[src/hdl/mcr_defs.vh]
// register offsets, field positions and reset values of the modem config bank
`ifndef MCR_DEFS_VH
`define MCR_DEFS_VH
// offsets are register indices; the bus byte address is four times one
`define MCR_OFS_BW_EXP      16'hDF0C
`define MCR_OFS_RATE_MANT   16'hDF0D
`define MCR_OFS_MOD_DC      16'hDF0E
`define MCR_RST_BW_EXP      8'h8C
`define MCR_RST_RATE_MANT   8'h22
`define MCR_RST_MOD_DC      8'h00
`define MCR_BWE_HI          7
`define MCR_BWE_LO          6
`define MCR_BWM_HI          5
`define MCR_BWM_LO          4
`define MCR_SRE_HI          3
`define MCR_SRE_LO          0
`define MCR_DCB_BIT         7
`define MCR_MOD_HI          6
`define MCR_MOD_LO          4
`define MCR_MOD_2FSK        3'h0
`define MCR_MOD_GFSK        3'h1
`define MCR_MOD_MSK         3'h7
`define MCR_HIDDEN_ONE      9'h100
`define MCR_BW_BASE         3'h4
`endif

[src/hdl/mcr_modem_cfg.v]
// modem configuration register bank with an ahb-lite slave port
`timescale 1ns/10ps
`include "mcr_defs.vh"

module mcr_modem_cfg (
  input  wire        SYS_CLK,        // system clock, 10 MHz
  input  wire        RST_B,          // synchronous reset, active low
  input  wire        HSEL,           // slave select
  input  wire [31:0] HADDR,          // byte address, word aligned
  input  wire [1:0]  HTRANS,         // transfer type
  input  wire        HWRITE,         // write when high
  input  wire [2:0]  HSIZE,          // transfer size
  input  wire        HREADY,         // bus ready
  input  wire [31:0] HWDATA,         // write data
  output reg  [31:0] HRDATA,         // read data
  output reg         HREADYOUT,      // slave ready
  output reg         HRESP,          // response, always okay
  output reg  [1:0]  BW_EXPONENT,    // channel filter decimation exponent
  output reg  [1:0]  BW_MANTISSA,    // channel filter decimation mantissa
  output reg  [5:0]  BW_DIVISOR,     // (4+mantissa) times 2^exponent
  output reg  [3:0]  SYMRATE_EXPONENT, // symbol rate exponent
  output reg  [8:0]  SYMRATE_MANTISSA, // mantissa with hidden one
  output reg         DC_BLOCK_BYPASS,  // high bypasses the dc blocker
  output reg         MOD_2FSK,       // 2-fsk selected
  output reg         MOD_GFSK,       // gfsk selected
  output reg         MOD_MSK,        // msk selected
  output reg         MOD_RESERVED    // a reserved code is selected
);

  ////////////////////////////////////////////////////////////////////////////
  // overview: three byte-wide registers sit on word addresses of the bus.
  // a transfer is taken at the edge where select, ready and a nonseq or seq
  // type meet; writes land on the following edge from the low byte lane,
  // reads are loaded on the taking edge so the data phase sees them at
  // once. the modem side sees registered copies one edge later, which
  // keeps every output straight from a flop at the cost of a cycle of lag.
  // hsize is not decoded: every register is a whole aligned word, and
  // narrower transfers simply act on the low byte.

  // register select codes returned by the address decode
  localparam [1:0] SEL_NONE      = 2'h0;
  localparam [1:0] SEL_BW_RATE   = 2'h1;
  localparam [1:0] SEL_RATE_MANT = 2'h2;
  localparam [1:0] SEL_MOD_DC    = 2'h3;

  // reset images of the registers split into fields, so the decoded
  // outputs leave reset agreeing with what a read of the bytes returns
  localparam [7:0] RST_BW_RATE   = `MCR_RST_BW_EXP;
  localparam [7:0] RST_RATE_MANT = `MCR_RST_RATE_MANT;
  localparam [7:0] RST_MOD_DC    = `MCR_RST_MOD_DC;
  localparam [1:0] RST_BWE       = RST_BW_RATE[`MCR_BWE_HI:`MCR_BWE_LO];
  localparam [1:0] RST_BWM       = RST_BW_RATE[`MCR_BWM_HI:`MCR_BWM_LO];
  localparam [3:0] RST_SRE       = RST_BW_RATE[`MCR_SRE_HI:`MCR_SRE_LO];
  localparam [0:0] RST_DCB       = RST_MOD_DC[`MCR_DCB_BIT];
  localparam [2:0] RST_MOD       = RST_MOD_DC[`MCR_MOD_HI:`MCR_MOD_LO];

  // word-address decode shared by the write and read paths; the two low
  // address bits are ignored because only whole aligned words are used
  function [1:0] reg_sel;
    input [31:0] a;
    begin
      if (a[31:2] == {14'h0000, `MCR_OFS_BW_EXP})
        reg_sel = SEL_BW_RATE;
      else if (a[31:2] == {14'h0000, `MCR_OFS_RATE_MANT})
        reg_sel = SEL_RATE_MANT;
      else if (a[31:2] == {14'h0000, `MCR_OFS_MOD_DC})
        reg_sel = SEL_MOD_DC;
      else
        reg_sel = SEL_NONE;
    end
  endfunction

  // one-hot decode of the modulation selector; every code not listed is
  // reserved and raises only the reserved flag, so the modem never sees
  // two formats at once
  function [3:0] mode_flags;
    input [2:0] s;
    begin
      case (s)
        `MCR_MOD_2FSK: mode_flags = 4'h8;
        `MCR_MOD_GFSK: mode_flags = 4'h4;
        `MCR_MOD_MSK:  mode_flags = 4'h2;
        default:       mode_flags = 4'h1;
      endcase
    end
  endfunction

  // divisor of the channel filter excluding the fixed factor 8
  function [5:0] bw_div;
    input [1:0] m;
    input [1:0] e;
    begin
      bw_div = {3'h0, `MCR_BW_BASE + {1'b0, m}} << e;
    end
  endfunction

  reg  [7:0]  bw_rate_q;
  reg  [7:0]  rate_mant_q;
  reg  [7:0]  mod_dc_q;
  reg  [31:0] addr_q;
  reg         wr_q;
  reg         rd_q;
  reg  [7:0]  rdata_d;
  wire        take;
  wire [2:0]  modsel;
  wire [1:0]  wsel;
  wire [1:0]  rsel;

  ////////////////////////////////////////////////////////////////////////////
  // address phase capture; every access finishes with no wait state
  assign take = HSEL & HREADY & HTRANS[1];

  // write decode uses the captured address, since in the data phase the
  // address lines may already carry the next transfer
  assign wsel = reg_sel(addr_q);
  assign rsel = reg_sel(HADDR);

  always @(posedge SYS_CLK) begin
    if (!RST_B) begin
      addr_q    <= 32'h0000_0000;
      wr_q      <= 1'b0;
      rd_q      <= 1'b0;
      HREADYOUT <= 1'b1;
      HRESP     <= 1'b0;
    end else begin
      addr_q    <= HADDR;
      wr_q      <= take & HWRITE;
      rd_q      <= take & ~HWRITE;
      HREADYOUT <= 1'b1;
      HRESP     <= 1'b0;
    end
  end

  ////////////////////////////////////////////////////////////////////////////
  // register writes in the data phase; only the low byte lane is stored
  always @(posedge SYS_CLK) begin
    if (!RST_B) begin
      bw_rate_q   <= `MCR_RST_BW_EXP;
      rate_mant_q <= `MCR_RST_RATE_MANT;
      mod_dc_q    <= `MCR_RST_MOD_DC;
    end else if (wr_q) begin
      case (wsel)
        SEL_BW_RATE:   bw_rate_q   <= HWDATA[7:0];
        SEL_RATE_MANT: rate_mant_q <= HWDATA[7:0];
        SEL_MOD_DC:    mod_dc_q    <= HWDATA[7:0];
        default: ;
      endcase
    end
  end

  ////////////////////////////////////////////////////////////////////////////
  // read mux, unmapped addresses read zero; low mod_dc bits stay stored
  always @* begin
    case (rsel)
      SEL_BW_RATE:   rdata_d = bw_rate_q;
      SEL_RATE_MANT: rdata_d = rate_mant_q;
      SEL_MOD_DC:    rdata_d = mod_dc_q;
      default:            rdata_d = 8'h00;
    endcase
  end

  // read data registered at the address edge so it stands in the data phase
  always @(posedge SYS_CLK) begin
    if (!RST_B) begin
      HRDATA <= 32'h0000_0000;
    end else if (take & ~HWRITE) begin
      HRDATA <= {24'h00_0000, rdata_d};
    end
  end

  ////////////////////////////////////////////////////////////////////////////
  // decoded controls to the modem, registered so outputs come from flops
  assign modsel = mod_dc_q[`MCR_MOD_HI:`MCR_MOD_LO];

  always @(posedge SYS_CLK) begin
    if (!RST_B) begin
      BW_EXPONENT      <= RST_BWE;
      BW_MANTISSA      <= RST_BWM;
      BW_DIVISOR       <= bw_div(RST_BWM, RST_BWE);
      SYMRATE_EXPONENT <= RST_SRE;
      SYMRATE_MANTISSA <= `MCR_HIDDEN_ONE | {1'b0, RST_RATE_MANT};
      DC_BLOCK_BYPASS  <= RST_DCB;
      {MOD_2FSK, MOD_GFSK, MOD_MSK, MOD_RESERVED} <= mode_flags(RST_MOD);
    end else begin
      BW_EXPONENT      <= bw_rate_q[`MCR_BWE_HI:`MCR_BWE_LO];
      BW_MANTISSA      <= bw_rate_q[`MCR_BWM_HI:`MCR_BWM_LO];
      BW_DIVISOR       <= bw_div(bw_rate_q[`MCR_BWM_HI:`MCR_BWM_LO],
                                 bw_rate_q[`MCR_BWE_HI:`MCR_BWE_LO]);
      SYMRATE_EXPONENT <= bw_rate_q[`MCR_SRE_HI:`MCR_SRE_LO];
      // hidden leading one restores the 9-bit mantissa
      SYMRATE_MANTISSA <= `MCR_HIDDEN_ONE | {1'b0, rate_mant_q};
      DC_BLOCK_BYPASS  <= mod_dc_q[`MCR_DCB_BIT];
      // rate limits on msk and gfsk are left to software, not checked here
      {MOD_2FSK, MOD_GFSK, MOD_MSK, MOD_RESERVED} <= mode_flags(modsel);
    end
  end

endmodule // mcr_modem_cfg

[config.mk]
export PLATFORM = sky130hd
export DESIGN_NAME = mcr_modem_cfg
export DESIGN_NICKNAME = d
export VERILOG_FILES = /design/src/hdl/mcr_modem_cfg.v
export VERILOG_INCLUDE_DIRS = /design/src /design/src/hdl
export SDC_FILE = /design/constraint.sdc
export NUM_CORES = 1
export LEC_CHECK = 0
export ABC_AREA = 1
export BUFFER_PORTS_ARGS = -buffer_cell sky130_fd_sc_hd__clkbuf_2
export CAP_MARGIN = 20
export CORE_MARGIN = 2
export CORE_UTILIZATION = 45
export DETAILED_ROUTE_END_ITERATION = 10
export GPL_TIMING_DRIVEN = 0
export MAX_ROUTING_LAYER = met4
export PLACE_DENSITY_LB_ADDON = 0.1
export SYNTH_ARGS = -nofsm -noshare
export SYNTH_HDL_FRONTEND = slang
export SYNTH_SLANG_ARGS = --single-unit
[constraint.sdc]
create_clock -name SYS_CLK -period 2.7 [get_ports SYS_CLK]
set_input_delay 0.54 -clock SYS_CLK [delete_from_list [all_inputs] [get_ports SYS_CLK]]
set_output_delay 0.54 -clock SYS_CLK [all_outputs]
set_load 0.05 [all_outputs]
; ---- Yosys cells after proc, flatten, opt, wreduce, memory -nomap -nowiden
; Cells that the tools add are included.
[totals]
reg_bits = 93
out_inout_bits = 62
word_cells = 50
[classes]
n_addsub = 1
eq_ne = 14
shift = 1
mux = 8
bitwise = 5
n_reduce_logical = 4
[op_table]
columns = op, count
row1 = "30-bit by 16-bit equality test with 1-bit output, second input constant", 6
row2 = 8-bit case mux with 3 select lines, 1
row3 = 2-bit two-way mux, 6
row4 = 4-bit case mux with 3 select lines, 1
row5 = "2-bit equality test, second input constant", 4
row6 = 2-bit AND reduction, 3
row7 = 3-bit by 2-bit left shift with 6-bit output, 1
row8 = 1-bit AND, 4
row9 = "2-bit by 1-bit equality test with 1-bit output, second input constant", 2
row10 = "3-bit by 2-bit adder with 3-bit output, first input constant", 1
row11 = "3-bit by 1-bit equality test with 1-bit output, second input constant", 1
row12 = "3-bit equality test, second input constant", 1
row13 = 3-bit zero test, 1
row14 = 1-bit inverter, 1

; ---- Logic depth before layout (Yosys ltp)
[depth]
depth_word = 6
depth_mapped = 10
mapped_depth_nobuf = 10

; ---- Worst setup path after synthesis
; Ideal clock, no wire load.
[synth_timing]
path_kind = input port to flip-flop
from = in HADDR[6]
to = reg HRDATA[0]
setup_ns = 0.070
t_arrival_ns = 1.452
path_slack_ns = 1.179
stages = 9
n_path_buf = 0
cell_sequence = inv_1 > nand2_1 > nor2_2 > nand2_1 > nor2_1 > nand3_1 > nand3_1 > nand2_1 > a21oi_2
[synth_between]
elab_chain_cells = 6
[synth_rtl]
columns = element, line
row1 = start: declaration, mcr_modem_cfg.v:9  ; input wire [31:0] HADDR,
row2 = 30-bit by 16-bit equality test with 1-bit output, mcr_modem_cfg.v:66  ; else if (a[31:2] == {14'h0000, `MCR_OFS_MOD_DC})
row3 = 2-bit two-way mux, mcr_modem_cfg.v:66
row4 = 2-bit two-way mux, mcr_modem_cfg.v:64  ; else if (a[31:2] == {14'h0000, `MCR_OFS_RATE_MANT})
row5 = 2-bit two-way mux (*), mcr_modem_cfg.v:62  ; if (a[31:2] == {14'h0000, `MCR_OFS_BW_EXP})
row6 = 2-bit equality test / 2-bit by 1-bit equality test with 1-bit output (equally long branches), mcr_modem_cfg.v:154  ; case (rsel)
row7 = 8-bit case mux with 3 select lines (*), mcr_modem_cfg.v:154
row8 = end signal: assignment, mcr_modem_cfg.v:167  ; HRDATA <= {24'h00_0000, rdata_d};
row9 = end: declaration, mcr_modem_cfg.v:15  ; output reg [31:0] HRDATA,
; Mark *: on every way between the ends. The rest lies on a longest branch, timed or not.
; A chain may end at the register's enable or synchronous reset.

; ---- Worst setup path in the final report
[layout_timing]
from = in HADDR[7]
to = reg HRDATA[2]
; The elaborated chain is that of the path after synthesis.

==> results.ini <==
[power]
p_per_area_nw_per_um2=572.9
max_vdd_drop_mv=0.2363
power.total_w=0.002498
p_leak_nw=2.279

[route]
drtAntennaViolNets=0
drt-initial-drc-count=164
finalWirelength_um=7431
drcViolationCount=0
detail_route.vias_per_cell=4.453
drt_first_pass_iters=4
vias=3055
routedWlPerCell_um=10.83

[cts]
cts_repair_resize_count=0
post_cts_buffers=0
cts_num_sinks=90
clkLatencyLatePin_ns=0.35
cts-root-to-sink-buffers=2
cts_hold_buffers=0
cts_max_level=3
cts_root_buf=clkbuf_8
cts_tree=yes
tritoncts.num_buffers=9
path_clk_slew_ns=0.08

[placement]
port_buffer_count=78
place.detailed.hpwl_um=5762
routabilityCongestion=0.9026

[logic_synthesis]
synth-async-reset-ratio_pct=0
netlist-cell-type-count=27
synth_seq_area_share_pct=50.72
synth_xor_xnor_area_share_pct=0
synth.largest_area_cell=dfxtp_1
avgSynthCellArea_um2=7.639
synthAdderAreaFrac_pct=0
mappedNetlistArea_um2=3552
postSynth.topFlopCell=dfxtp_1
synth_most_common_cell=nand2_1
yosysWarningCount=0
post_synthesis_simple_gate_area_fraction_pct=28.36
synth-seq-cells=90
netlist_top_cells_count=nand2_1, dfxtp_1, inv_1
synth.mux.area_fraction_pct=0
number_of_synthesized_flops_with_an_enable_pin=0
synth_compound_area_share_pct=5.812
synth_top_family_by_area=simple AND/OR/NAND/NOR gates
syn-instance-count=465
synth_top_cell_area_share_pct=50.72
synth_area_leaders=dfxtp_1, nand2_1, nand3_1, inv_1, buf_4

[floorplan]
fp-row-count=32
top_level_ports=136
initial_core_util_pct=46.21
die-area_um2=8620
die_height_um=92.85
chipWidth_um=92.85
coreArea_um2=7687

[grt]
grt_usage_pct=18.50
pin_count_of_the_biggest_net_entering_global_routing=15
vias_in_the_first_global_route=2776
wire_length_of_the_first_global_routing_pass_um=12180
initial_antenna_violation_count=0
global_route.overflow_total=0

[final_layout]
layout.nets=653
area_delta_synth_final_pct=22.75
share_of_cells_above_drive_strength_1_pct=25.00
diodes=0

[sta]
grt_setup_unrepaired=false
clock_skew_after_layout_ns=0.008998
fin_setup_tns_ns=0
finalHoldViolCount=0
finalCriticalPeriod_ns=1.632
timing.final.max_slew_violations=0
maxClockFrequency_mhz=612.7
min_period_over_period_pct=60.45
tightestPinTransition_ns=0.6228
max-slew-margin-rel_pct=58.32
setup_violations=0

[setup_path]
crit_buf_inv=2
slowest_library_cell_on_the_worst_path=nor2_1
timing.critical_path.to_type=flip-flop
max_stage_delay_ns=0.48
path_class=input port to flip-flop
crit_top_cell=nand2_1
path_cells=clkbuf_2 > inv_1 > nand2_1 > nor2_2 > nand2_1 > nor2_1 > nand3_1 > nand3_1 > nand2_1 > a21oi_2
critPathLaunchType=input port
worst_path_dominant_cell_family=simple AND/OR/NAND/NOR gates
critPathRequiredTime_ns=2.98
crit_arrival_ns=1.91
timing.critical_path.fanout_max=8

[run]
max-cap-violations=0

[worst_hold_path]
timing.hold.worst.class=input port to flip-flop

[outcome]
status=finished, final reports clean

report_power, final:
group          internal [W]  switching, W
registers           0.00135    0.00000677
logic             0.0000737      0.000172
clock network      0.000454      0.000439
total               0.00188      0.000618
worst paths after layout:
kind,start,to,slack (ns),depth (start not counted)
worst max-delay path,HADDR[7],HRDATA[2],1.07,10
worst min-delay path,HADDR[15],addr_q[15],0.38,3
worst max register to register,addr_q[29],mod_dc_q[0],1.17,8
worst min register to register,mod_dc_q[7],DC_BLOCK_BYPASS,0.46,2
per-layer routing:
metal / GRT usage, % / up-vias / routed length [um]
met3: 3.743 / 14 / 466
met4: 7.353 / 0 / 126
met5: - / - / 0
met1: 22.57 / 1348 / 3343
li1: - / 1604 / -
met2: 30.13 / 89 / 3495
worst reg2reg max path: cells and delay by family, from the launching register on:
kind               cells  cell delay, ns
DFF                    1            0.30
and+or+nand+nor        7            1.01
AOI/OAI and AO/OA      1            0.06
sequential cells by signal, indices dropped and copies added (netlist names):
signal and count:
MOD_GFSK 1, rate_mant_q 8, SYMRATE_EXPONENT 4, addr_q 30, mod_dc_q 8, DC_BLOCK_BYPASS 1
BW_DIVISOR 6, BW_EXPONENT 2, MOD_2FSK 1, BW_MANTISSA 2, bw_rate_q 8, MOD_MSK 1
HRDATA 8, wr_q 1, MOD_RESERVED 1, SYMRATE_MANTISSA 8
final cells by class:
type                            count  area (um^2)
Buffer                             41        266.5
Clock buffer                       12        145.1
Clock inverter                      4        51.30
Fill cell                         770         3327
Inverter                           70        262.8
Multi-Input combinational cell    289         1315
Sequential cell                    90         1802
Tap cell                          102        127.6
Timing Repair Buffer               78        390.4
cells by family after synthesis:
family | Yosys count
AOI/OAI and AO/OA | 34
buffers and inverters | 111
DFF | 90
and+or+nand+nor | 228
other | 2
stage by stage:
| stage | utilization (%) | hold WS [ns] | std cells | setup slack [ns] | cell area [um^2] |
|---|---|---|---|---|---|
| floorplan | - | 0.4203 | 490 | 1.179 | 3646 |
| global placement | 54.17 | 0.4452 | 670 | 0.7187 | 4164 |
| detailed placement | 54.17 | 0.4435 | 670 | 0.7144 | 4164 |
| CTS | 56.72 | 0.3764 | 686 | 1.074 | 4360 |
| global route | 56.72 | 0.3841 | 686 | 0.9121 | 4360 |
| finish | 56.72 | 0.3837 | 686 | 1.068 | 4360 |
placed cells by master, fill, tap and decap left out, types with 2 or more instances in the layout:
master	Yosys	final
nor2_2	5	5
or2_2	4	4
o21ai_0	3	3
nand4_1	3	3
nand2_2	3	3
conb_1	2	27
inv_1	70	70
nand3_1	54	54
clkbuf_8	0	10
a21oi_1	14	14
clkbuf_1	10	12
buf_4	27	27
buf_2	3	3
nor2_4	2	2
o21ai_1	5	5
dfxtp_1	90	90
o22ai_1	2	2
clkbuf_2	0	78
a21oi_2	8	8
nand2_1	114	114
nor2_1	37	37
nand3b_1	2	2
Power figures use the tool's default switching activity.
